<file path="config.mk">
export PLATFORM = sky130hd
export DESIGN_NAME = acl_tcp_udp_entry_matcher
export DESIGN_NICKNAME = d
export VERILOG_FILES = /design/src/rtl/acl_match_pkg.sv /design/src/rtl/acl_tcp_udp_entry_matcher.sv
export SDC_FILE = /design/constraint.sdc
export NUM_CORES = 1
export LEC_CHECK = 0
export ABC_AREA = 1
export BUFFER_PORTS_ARGS = -buffer_cell sky130_fd_sc_hd__buf_2
export CORE_MARGIN = 5
export CORE_UTILIZATION = 62
export DETAILED_ROUTE_END_ITERATION = 10
export PLACE_DENSITY = 0.86
export SLEW_MARGIN = 15
export SYNTH_ARGS = -nofsm -noshare
export SYNTH_HDL_FRONTEND = slang
export SYNTH_SLANG_ARGS = --single-unit
</file>
<file path="constraint.sdc">
create_clock -name clk_sys -period 5.2 [get_ports clk_sys]
set_input_delay 1.3 -clock clk_sys [delete_from_list [all_inputs] [get_ports clk_sys]]
set_output_delay 1.3 -clock clk_sys [all_outputs]
set_load 0.02 [all_outputs]
</file>
<file path="src/rtl/acl_match_pkg.sv">
package acl_match_pkg;

  // ==========================================
  // Register map (word offsets as byte addresses)
  localparam logic [7:0] ADDR_PORT_CTRL = 8'h00;
  localparam logic [7:0] ADDR_SRC_LO = 8'h04;
  localparam logic [7:0] ADDR_SRC_HI = 8'h08;
  localparam logic [7:0] ADDR_DST_LO = 8'h0C;
  localparam logic [7:0] ADDR_DST_HI = 8'h10;
  localparam logic [7:0] ADDR_FLAG_CTRL = 8'h14;
  localparam logic [7:0] ADDR_STATUS = 8'h18;
  localparam logic [7:0] ADDR_HIT_COUNT = 8'h1C;

  // ==========================================
  // Field layout
  localparam int SRC_MODE_LSB = 0;
  localparam int DST_MODE_LSB = 2;
  localparam int MODE_W = 2;
  localparam int FLAG_W = 2;
  localparam int NUM_FLAGS = 5;
  localparam int PORT_W = 16;
  localparam logic [31:0] FIELD_RESET = 32'h0000_0000;
  localparam logic [15:0] PORT_MAX_RESET = 16'hFFFF;

  // Port filter modes
  localparam logic [1:0] PORT_ANY = 2'h0;
  localparam logic [1:0] PORT_SPECIFIC = 2'h1;
  localparam logic [1:0] PORT_RANGE = 2'h2;

  // Flag criterion settings; code 3 behaves as don't-care
  localparam logic [1:0] FLAG_ANY = 2'h0;
  localparam logic [1:0] FLAG_CLEAR = 2'h1;
  localparam logic [1:0] FLAG_SET = 2'h2;

  // Flag index in the frame flag vector
  localparam int FLAG_FIN = 0;
  localparam int FLAG_SYN = 1;
  localparam int FLAG_PSH = 2;
  localparam int FLAG_ACK = 3;
  localparam int FLAG_URG = 4;

endpackage

</file>
<file path="src/rtl/acl_tcp_udp_entry_matcher.sv">
// Operation
// - Source port don't-care ignores the frame source port.
// - Source port single value matches only an equal source port.
// - Source port range matches only a source port inside the range.
// - Destination port don't-care ignores the frame destination port.
// - Destination port single value matches only an equal destination port.
// - Destination port range matches only a destination port inside the range.
// - FIN: 0 forbids FIN set, 1 requires it, don't-care ignores it.
// - SYN: 0 forbids SYN set, 1 requires it, don't-care ignores it.
// - PSH: 0 forbids PSH set, 1 requires it, don't-care ignores it.
// - ACK: 0 forbids ACK set, 1 requires it, don't-care ignores it.
// - URG: 0 forbids URG set, 1 requires it, don't-care ignores it.
//
// The address map and the strobed register port are this design's own decisions.
module acl_tcp_udp_entry_matcher (
  // Clock and reset
  input wire logic clk_sys,
  input wire logic rst_n,
  // Register port
  input wire logic [7:0] reg_addr,
  input wire logic [31:0] reg_wdata,
  input wire logic reg_wr,
  input wire logic reg_rd,
  output logic [31:0] reg_rdata,
  // Parsed frame from the parser
  input wire logic frame_valid,
  input wire logic frame_is_tcp,
  input wire logic frame_is_udp,
  input wire logic [15:0] frame_src_port,
  input wire logic [15:0] frame_dst_port,
  input wire logic [4:0] frame_flags,
  // Match result
  output logic result_valid,
  output logic entry_hit
);

  // ==========================================
  // Configuration registers
  logic [1:0] src_mode;
  logic [1:0] dst_mode;
  logic [15:0] src_lo;
  logic [15:0] src_hi;
  logic [15:0] dst_lo;
  logic [15:0] dst_hi;
  logic [9:0] flag_cfg;
  logic [31:0] hit_count;
  logic last_hit;

  always_ff @(posedge clk_sys or negedge rst_n) begin
    if (!rst_n) begin
      src_mode <= acl_match_pkg::PORT_ANY;
      dst_mode <= acl_match_pkg::PORT_ANY;
      src_lo <= acl_match_pkg::FIELD_RESET[15:0];
      src_hi <= acl_match_pkg::PORT_MAX_RESET;
      dst_lo <= acl_match_pkg::FIELD_RESET[15:0];
      dst_hi <= acl_match_pkg::PORT_MAX_RESET;
      flag_cfg <= acl_match_pkg::FIELD_RESET[9:0];
    end else if (reg_wr) begin
      unique case (reg_addr)
        acl_match_pkg::ADDR_PORT_CTRL: begin
          src_mode <= reg_wdata[acl_match_pkg::SRC_MODE_LSB +: acl_match_pkg::MODE_W];
          dst_mode <= reg_wdata[acl_match_pkg::DST_MODE_LSB +: acl_match_pkg::MODE_W];
        end
        acl_match_pkg::ADDR_SRC_LO: src_lo <= reg_wdata[15:0];
        acl_match_pkg::ADDR_SRC_HI: src_hi <= reg_wdata[15:0];
        acl_match_pkg::ADDR_DST_LO: dst_lo <= reg_wdata[15:0];
        acl_match_pkg::ADDR_DST_HI: dst_hi <= reg_wdata[15:0];
        acl_match_pkg::ADDR_FLAG_CTRL: flag_cfg <= reg_wdata[9:0];
        default: begin
        end
      endcase
    end
  end

  // ==========================================
  // Read port, data one cycle after the strobe
  always_ff @(posedge clk_sys or negedge rst_n) begin
    if (!rst_n) begin
      reg_rdata <= acl_match_pkg::FIELD_RESET;
    end else if (reg_rd) begin
      unique case (reg_addr)
        acl_match_pkg::ADDR_PORT_CTRL: reg_rdata <= {28'h0, dst_mode, src_mode};
        acl_match_pkg::ADDR_SRC_LO: reg_rdata <= {16'h0, src_lo};
        acl_match_pkg::ADDR_SRC_HI: reg_rdata <= {16'h0, src_hi};
        acl_match_pkg::ADDR_DST_LO: reg_rdata <= {16'h0, dst_lo};
        acl_match_pkg::ADDR_DST_HI: reg_rdata <= {16'h0, dst_hi};
        acl_match_pkg::ADDR_FLAG_CTRL: reg_rdata <= {22'h0, flag_cfg};
        acl_match_pkg::ADDR_STATUS: reg_rdata <= {31'h0, last_hit};
        acl_match_pkg::ADDR_HIT_COUNT: reg_rdata <= hit_count;
        default: reg_rdata <= 32'h0000_0000;
      endcase
    end else begin
      reg_rdata <= 32'h0000_0000;
    end
  end

  // ==========================================
  // Match functions
  function automatic logic port_ok(input logic [1:0] mode, input logic [15:0] value,
                                   input logic [15:0] lo, input logic [15:0] hi);
    logic ok;
    ok = 1'b1;
    unique case (mode)
      acl_match_pkg::PORT_SPECIFIC: ok = (value == lo);
      acl_match_pkg::PORT_RANGE: ok = (value >= lo) && (value <= hi);
      default: ok = 1'b1;
    endcase
    return ok;
  endfunction

  function automatic logic flag_ok(input logic [1:0] setting, input logic flag);
    logic ok;
    ok = 1'b1;
    unique case (setting)
      acl_match_pkg::FLAG_CLEAR: ok = !flag;
      acl_match_pkg::FLAG_SET: ok = flag;
      default: ok = 1'b1;
    endcase
    return ok;
  endfunction

  // Modes 0 and 3 both leave the port unfiltered
  function automatic logic mode_active(input logic [1:0] mode);
    return (mode == acl_match_pkg::PORT_SPECIFIC) || (mode == acl_match_pkg::PORT_RANGE);
  endfunction

  // Codes 0 and 3 both leave the flag unchecked
  function automatic logic flag_active(input logic [1:0] setting);
    return (setting == acl_match_pkg::FLAG_CLEAR) || (setting == acl_match_pkg::FLAG_SET);
  endfunction

  // ==========================================
  // Criteria evaluation
  logic is_l4;
  logic src_pass;
  logic dst_pass;
  logic [4:0] flag_pass;
  logic [4:0] flag_on;
  logic flags_used;
  logic ports_used;
  logic next_hit;

  assign is_l4 = frame_is_tcp || frame_is_udp;
  assign src_pass = port_ok(src_mode, frame_src_port, src_lo, src_hi);
  assign dst_pass = port_ok(dst_mode, frame_dst_port, dst_lo, dst_hi);
  assign ports_used = mode_active(src_mode) || mode_active(dst_mode);

  genvar gi;
  generate
    for (gi = 0; gi < acl_match_pkg::NUM_FLAGS; gi++) begin : g_flag
      assign flag_pass[gi] = flag_ok(flag_cfg[gi*acl_match_pkg::FLAG_W +: acl_match_pkg::FLAG_W],
                                     frame_flags[gi]);
      assign flag_on[gi] =
        flag_active(flag_cfg[gi*acl_match_pkg::FLAG_W +: acl_match_pkg::FLAG_W]);
    end
  endgenerate
  // Only codes 1 and 2 make the entry depend on a TCP header
  assign flags_used = |flag_on;

  // AND of criteria gated by header kind
  assign next_hit = src_pass && dst_pass && (&flag_pass) &&
                    (!ports_used || is_l4) && (!flags_used || frame_is_tcp);

  // ==========================================
  // Result and statistics
  always_ff @(posedge clk_sys or negedge rst_n) begin
    if (!rst_n) begin
      result_valid <= 1'b0;
      entry_hit <= 1'b0;
    end else begin
      result_valid <= frame_valid;
      entry_hit <= frame_valid && next_hit;
    end
  end

  always_ff @(posedge clk_sys or negedge rst_n) begin
    if (!rst_n) begin
      last_hit <= 1'b0;
      hit_count <= acl_match_pkg::FIELD_RESET;
    end else if (frame_valid) begin
      last_hit <= next_hit;
      hit_count <= hit_count + {31'h0, next_hit};
    end
  end

  // ==========================================
  // Assertions
  // check
  a_hit_needs_valid: assert property (@(posedge clk_sys) disable iff (!rst_n)
    entry_hit |-> result_valid) else $error("hit without result valid");

  a_src_equal: assert property (@(posedge clk_sys) disable iff (!rst_n)
    frame_valid && src_mode == acl_match_pkg::PORT_SPECIFIC && frame_src_port != src_lo
    |=> !entry_hit) else $error("source single value mismatch hit");

  a_src_range: assert property (@(posedge clk_sys) disable iff (!rst_n)
    frame_valid && src_mode == acl_match_pkg::PORT_RANGE &&
    (frame_src_port < src_lo || frame_src_port > src_hi)
    |=> !entry_hit) else $error("source outside range hit");

  a_dst_equal: assert property (@(posedge clk_sys) disable iff (!rst_n)
    frame_valid && dst_mode == acl_match_pkg::PORT_SPECIFIC && frame_dst_port != dst_lo
    |=> !entry_hit) else $error("destination single value mismatch hit");

  a_dst_range: assert property (@(posedge clk_sys) disable iff (!rst_n)
    frame_valid && dst_mode == acl_match_pkg::PORT_RANGE &&
    (frame_dst_port < dst_lo || frame_dst_port > dst_hi)
    |=> !entry_hit) else $error("destination outside range hit");

  a_fin_clear: assert property (@(posedge clk_sys) disable iff (!rst_n)
    frame_valid && flag_cfg[1:0] == acl_match_pkg::FLAG_CLEAR && frame_flags[0]
    |=> !entry_hit) else $error("FIN set hit despite clear setting");

  a_syn_set: assert property (@(posedge clk_sys) disable iff (!rst_n)
    frame_valid && flag_cfg[3:2] == acl_match_pkg::FLAG_SET && !frame_flags[1]
    |=> !entry_hit) else $error("SYN clear hit despite set setting");

  a_psh_clear: assert property (@(posedge clk_sys) disable iff (!rst_n)
    frame_valid && flag_cfg[5:4] == acl_match_pkg::FLAG_CLEAR && frame_flags[2]
    |=> !entry_hit) else $error("PSH set hit despite clear setting");

  a_ack_set: assert property (@(posedge clk_sys) disable iff (!rst_n)
    frame_valid && flag_cfg[7:6] == acl_match_pkg::FLAG_SET && !frame_flags[3]
    |=> !entry_hit) else $error("ACK clear hit despite set setting");

  a_urg_clear: assert property (@(posedge clk_sys) disable iff (!rst_n)
    frame_valid && flag_cfg[9:8] == acl_match_pkg::FLAG_CLEAR && frame_flags[4]
    |=> !entry_hit) else $error("URG set hit despite clear setting");

  a_all_any: assert property (@(posedge clk_sys) disable iff (!rst_n)
    frame_valid && src_mode == acl_match_pkg::PORT_ANY &&
    dst_mode == acl_match_pkg::PORT_ANY && flag_cfg == 10'h000
    |=> entry_hit) else $error("all don't-care entry missed");

  a_dst_any: assert property (@(posedge clk_sys) disable iff (!rst_n)
    frame_valid && is_l4 && !mode_active(dst_mode) && !flags_used &&
    src_mode == acl_match_pkg::PORT_SPECIFIC && frame_src_port == src_lo
    |=> entry_hit) else $error("destination don't-care missed");

  a_flags_need_tcp: assert property (@(posedge clk_sys) disable iff (!rst_n)
    frame_valid && flags_used && !frame_is_tcp
    |=> !entry_hit) else $error("flag criteria hit on non-TCP frame");

  a_ports_need_l4: assert property (@(posedge clk_sys) disable iff (!rst_n)
    frame_valid && ports_used && !frame_is_tcp && !frame_is_udp
    |=> !entry_hit) else $error("port criteria hit on frame without TCP or UDP");

  a_src_any: assert property (@(posedge clk_sys) disable iff (!rst_n)
    frame_valid && is_l4 && !mode_active(src_mode) && !flags_used &&
    dst_mode == acl_match_pkg::PORT_SPECIFIC && frame_dst_port == dst_lo
    |=> entry_hit) else $error("source don't-care missed");

  a_src_equal_hit: assert property (@(posedge clk_sys) disable iff (!rst_n)
    frame_valid && is_l4 && src_mode == acl_match_pkg::PORT_SPECIFIC &&
    frame_src_port == src_lo && !mode_active(dst_mode) && !flags_used
    |=> entry_hit) else $error("source single value missed");

  a_src_range_hit: assert property (@(posedge clk_sys) disable iff (!rst_n)
    frame_valid && is_l4 && src_mode == acl_match_pkg::PORT_RANGE &&
    frame_src_port >= src_lo && frame_src_port <= src_hi &&
    !mode_active(dst_mode) && !flags_used
    |=> entry_hit) else $error("source inside range missed");

  a_dst_equal_hit: assert property (@(posedge clk_sys) disable iff (!rst_n)
    frame_valid && is_l4 && dst_mode == acl_match_pkg::PORT_SPECIFIC &&
    frame_dst_port == dst_lo && !mode_active(src_mode) && !flags_used
    |=> entry_hit) else $error("destination single value missed");

  a_dst_range_hit: assert property (@(posedge clk_sys) disable iff (!rst_n)
    frame_valid && is_l4 && dst_mode == acl_match_pkg::PORT_RANGE &&
    frame_dst_port >= dst_lo && frame_dst_port <= dst_hi &&
    !mode_active(src_mode) && !flags_used
    |=> entry_hit) else $error("destination inside range missed");

  a_fin_set: assert property (@(posedge clk_sys) disable iff (!rst_n)
    frame_valid && flag_cfg[1:0] == acl_match_pkg::FLAG_SET && !frame_flags[0]
    |=> !entry_hit) else $error("FIN clear hit despite set setting");

  a_syn_clear: assert property (@(posedge clk_sys) disable iff (!rst_n)
    frame_valid && flag_cfg[3:2] == acl_match_pkg::FLAG_CLEAR && frame_flags[1]
    |=> !entry_hit) else $error("SYN set hit despite clear setting");

  a_psh_set: assert property (@(posedge clk_sys) disable iff (!rst_n)
    frame_valid && flag_cfg[5:4] == acl_match_pkg::FLAG_SET && !frame_flags[2]
    |=> !entry_hit) else $error("PSH clear hit despite set setting");

  a_ack_clear: assert property (@(posedge clk_sys) disable iff (!rst_n)
    frame_valid && flag_cfg[7:6] == acl_match_pkg::FLAG_CLEAR && frame_flags[3]
    |=> !entry_hit) else $error("ACK set hit despite clear setting");

  a_urg_set: assert property (@(posedge clk_sys) disable iff (!rst_n)
    frame_valid && flag_cfg[9:8] == acl_match_pkg::FLAG_SET && !frame_flags[4]
    |=> !entry_hit) else $error("URG clear hit despite set setting");

  // Result strobe mirrors the frame strobe one cycle later
  a_result_follows: assert property (@(posedge clk_sys) disable iff (!rst_n)
    result_valid == $past(frame_valid)) else $error("result valid not one cycle after frame");

  // Counter steps by one on each hit and holds on a miss
  a_count_hit: assert property (@(posedge clk_sys) disable iff (!rst_n)
    entry_hit |-> hit_count == $past(hit_count) + 32'h0000_0001) else $error("hit not counted");

  a_count_miss: assert property (@(posedge clk_sys) disable iff (!rst_n)
    result_valid && !entry_hit |-> $stable(hit_count)) else $error("miss changed hit count");

endmodule

</file>
==> results.json <==
{
  "status": "finished clean",
  "fmax_ghz": 0.2403,
  "nets": 1234,
  "hold_end": "dst_lo[6]",
  "tns_ps": 0,
  "hold_depth": 2,
  "yosys-top-cells-area": "dfrtp_1, ha_1, dfstp_2",
  "yosys.area.top_type": "dfrtp_1",
  "placed_area_um2": 8822,
  "netlist_area_um2": 8174,
  "root_buffer": "clkbuf_16",
  "grt_busiest_layer": "met2",
  "final_area_um2": 9418,
  "rsz0062_at_grt": "false",
  "syn_to_final_growth_pct": 15.22,
  "max_stage_delay_ps": 290,
  "antenna_found_initial": 0,
  "critPathKind": "in2reg",
  "cts_buffer_depth": 2,
  "r2r-start": "src_hi[9]",
  "drt_pass1_iterations": 6,
  "slew_violations": 0,
  "dr_total_vias": 7193,
  "yosys_warnings": 0,
  "die_x_um": 124.8,
  "peakVddDrop_mv": 0.2403,
  "grt_max_degree": 84,
  "worstPathCellList": "buf_2 -> ha_1 -> nand2_1 -> nor2_1 -> nand2_1 -> inv_1 -> nand3_1 -> nand2_1 -> nor2_1 -> nand2_1 -> nand3_1 -> nand2_1 -> nand3_1 -> inv_1 -> ha_1 -> ha_1 -> nand3_1 -> nor2_2 -> nand3_2 -> nor2_4 -> nand3_2 -> nor4_2 -> nand2_1 -> xor2_1",
  "clock-skew-final_ps": 6.332,
  "finalCriticalPeriod_ps": 4161,
  "syn_avg_cell_area_um2": 8.410,
  "fill_cells": 929,
  "drv_cap": 0,
  "drive_above_1_share_pct": 17.36,
  "drtIter0Drc": 682,
  "setup_viol_count_final": 0,
  "reg2regPathDepth": 23,
  "crit_top_cell": "nand2_1",
  "synth_most_common_cell": "nand2_1",
  "grtUsageMet2_pct": 45.39,
  "gp_congestion": 0.9577,
  "netlist_instances": 972,
  "synthesis.nets": 1136,
  "htreeDepth": 4,
  "synth.distinct_cells": 39,
  "async_flop_share_pct": 100.0,
  "worstPathArrival_ps": 4460,
  "whs_ps": 489.4,
  "period_share_pct": 80.02,
  "synth_top_area_share_pct": 34.59,
  "gr-usage-met1_pct": 34.62,
  "crit_slowest_cell": "ha_1",
  "clk_latency_ps": 420,
  "hold_violations": 0,
  "cts_buffers": 17,
  "grt_pass1_vias": 7005,
  "power_density_nw_per_um2": 303.1,
  "report.power.total_mw": 2.854,
  "grt_pass1_wl_mm": 34.09,
  "cts.clk_slew.worst_paths_ps": 60,
  "post-route-util_pct": 71.97,
  "start_kind": "input pin",
  "cts_tree": "built",
  "yosysSeqAreaShare_pct": 44.88,
  "yosys-top-cells-count": "nand2_1, inv_1, dfrtp_1, o21ai_0, ha_1",
  "met3_usage_pct": 5.575,
  "relSlewSlack_pct": 30.15,
  "critPathCaptureType": "register",
  "synth-seq-cells": 145,
  "viasPerCell": 5.713,
  "portBuffers": 101,
  "cts_hold_buf": 0,
  "critPathTopFamily": "simple AND/OR/NAND/NOR gates",
  "p_leak_nw": 4.604,
  "critPathMaxFanout": 4,
  "boundaryPins": 118,
  "n_antenna_cell": 0,
  "dp_hpwl_mm": 15.22,
  "antenna_left": 0,
  "cts.sinks": 145,
  "synth_top_flop_cell": "dfrtp_1",
  "hp-start": "dst_lo[6]",
  "dieArea_um2": 15580,
  "r2r-end": "hit_count[28]",
  "worst_slew_pin_slew_ps": 1045,
  "cp.required_ps": 5500,
  "r2r_slack_ps": 1450,
  "start_util_pct": 62.47,
  "crit_buf_inv": 3,
  "wirelength_mm": 20.95,
  "cts-resized-gates": 0,
  "grt_use_total_pct": 27.25,
  "gr-total-overflow": 0,
  "postCtsSetupBuffers": 0,
  "chipHeight_um": 124.8,
  "wl_per_cell_um": 16.64,
  "rows": 42,
  "synth_enable_flop_cells": 0,
  "hold_path.class": "reg2reg",
  "route.detailed.drc": 0,
  "coreArea_um2": 13090
}
power by group:
| part | internal [mW] | switching, mW |
|---|---|---|
| registers | 1.20 | 0.0596 |
| clock network | 0.754 | 0.487 |
| logic | 0.128 | 0.226 |
| total | 2.08 | 0.772 |
per-stage QoR:
stage / cells / setup slack [ps]
detailed placement: 1227 / 657.5
floorplan: 972 / 1335
global route: 1259 / 680.9
global placement: 1227 / 793.0
finish: 1259 / 1039
CTS: 1259 / 1048
routing by layer:
metal | wire (um) | up-vias
met2 | 9981 | 390
met3 | 1912 | 58
met5 | 0 | -
met4 | 703 | 0
met1 | 8350 | 3386
li1 | - | 3359
worst register-to-register path, stage by stage (launching register included):
cell     delay (ps)
dfstp_2         530
inv_1            70
ha_1            290
nand2_1          70
inv_1            30
o21ai_0         170
a21oi_1          90
nor2_1          120
nand2_1          70
nand2_1          70
nand3_1          60
nand2_1         160
nand3_1         100
inv_1            80
ha_1            260
ha_1            200
nand3_1         110
nor2_2          150
nand3_2         130
nor2_4          180
nand3_2         150
nor4_2          250
nand2_1         130
xor2_1          170
flip-flops by register name, indices dropped and copies added, names as in the netlist:
name and flops:
last_hit 1, dst_lo 16, flag_cfg 10, src_mode 2
entry_hit 1, reg_rdata 32, dst_mode 2, src_hi 16
result_valid 1, hit_count 32, dst_hi 16, src_lo 16
cell usage in the layout (no fill, tap or decap), types with 4 or more instances in the layout:
master	synthesis	layout
a21oi_1	53	53
nor2_4	4	4
inv_1	160	160
nor4_1	6	6
xor2_1	26	26
nand2_1	208	208
nor3_1	28	28
inv_2	5	5
nor2_1	51	51
o22ai_1	29	29
buf_2	1	100
ha_1	80	80
dfrtp_1	113	113
a211oi_1	5	5
nand4_1	9	9
clkinvlp_4	0	6
clkbuf_16	0	17
o21ai_0	92	92
dfstp_2	32	32
nand3_1	14	14
nand3_2	4	4
final cells by class:
type	count	area [um^2]	area share (%)
sequential	145	3669	38.95
timing repair buffer	103	526.8	5.593
multi-input combinational	638	3787	40.22
tap	176	220.2	2.338
inverter	165	619.3	6.576
clock inverter	13	162.7	1.727
clock buffer	19	432.9	4.597
cells by family after synthesis:
kind of cell / after synthesis / share of synthesized area, %
and+or+nand+nor: 334 / 17.99
AOI/OAI and AO/OA: 195 / 13.00
buffers and inverters: 189 / 8.786
DFF: 145 / 44.88
adders and majority gates: 80 / 12.25
xor gates and xnor gates: 29 / 3.107
worst max path at each step:
stage / startpoint / to / slack [ps] / cells after the start
floorplan: frame_dst_port[7] / hit_count[28] / 1330 / 21
finish: frame_src_port[15] / hit_count[28] / 1040 / 24
global route: frame_src_port[15] / hit_count[28] / 680 / 24
detailed placement: frame_src_port[15] / hit_count[28] / 660 / 24
CTS: frame_src_port[15] / hit_count[28] / 1050 / 24
global placement: frame_src_port[15] / hit_count[28] / 790 / 24
(Power assumes the default switching activity.)
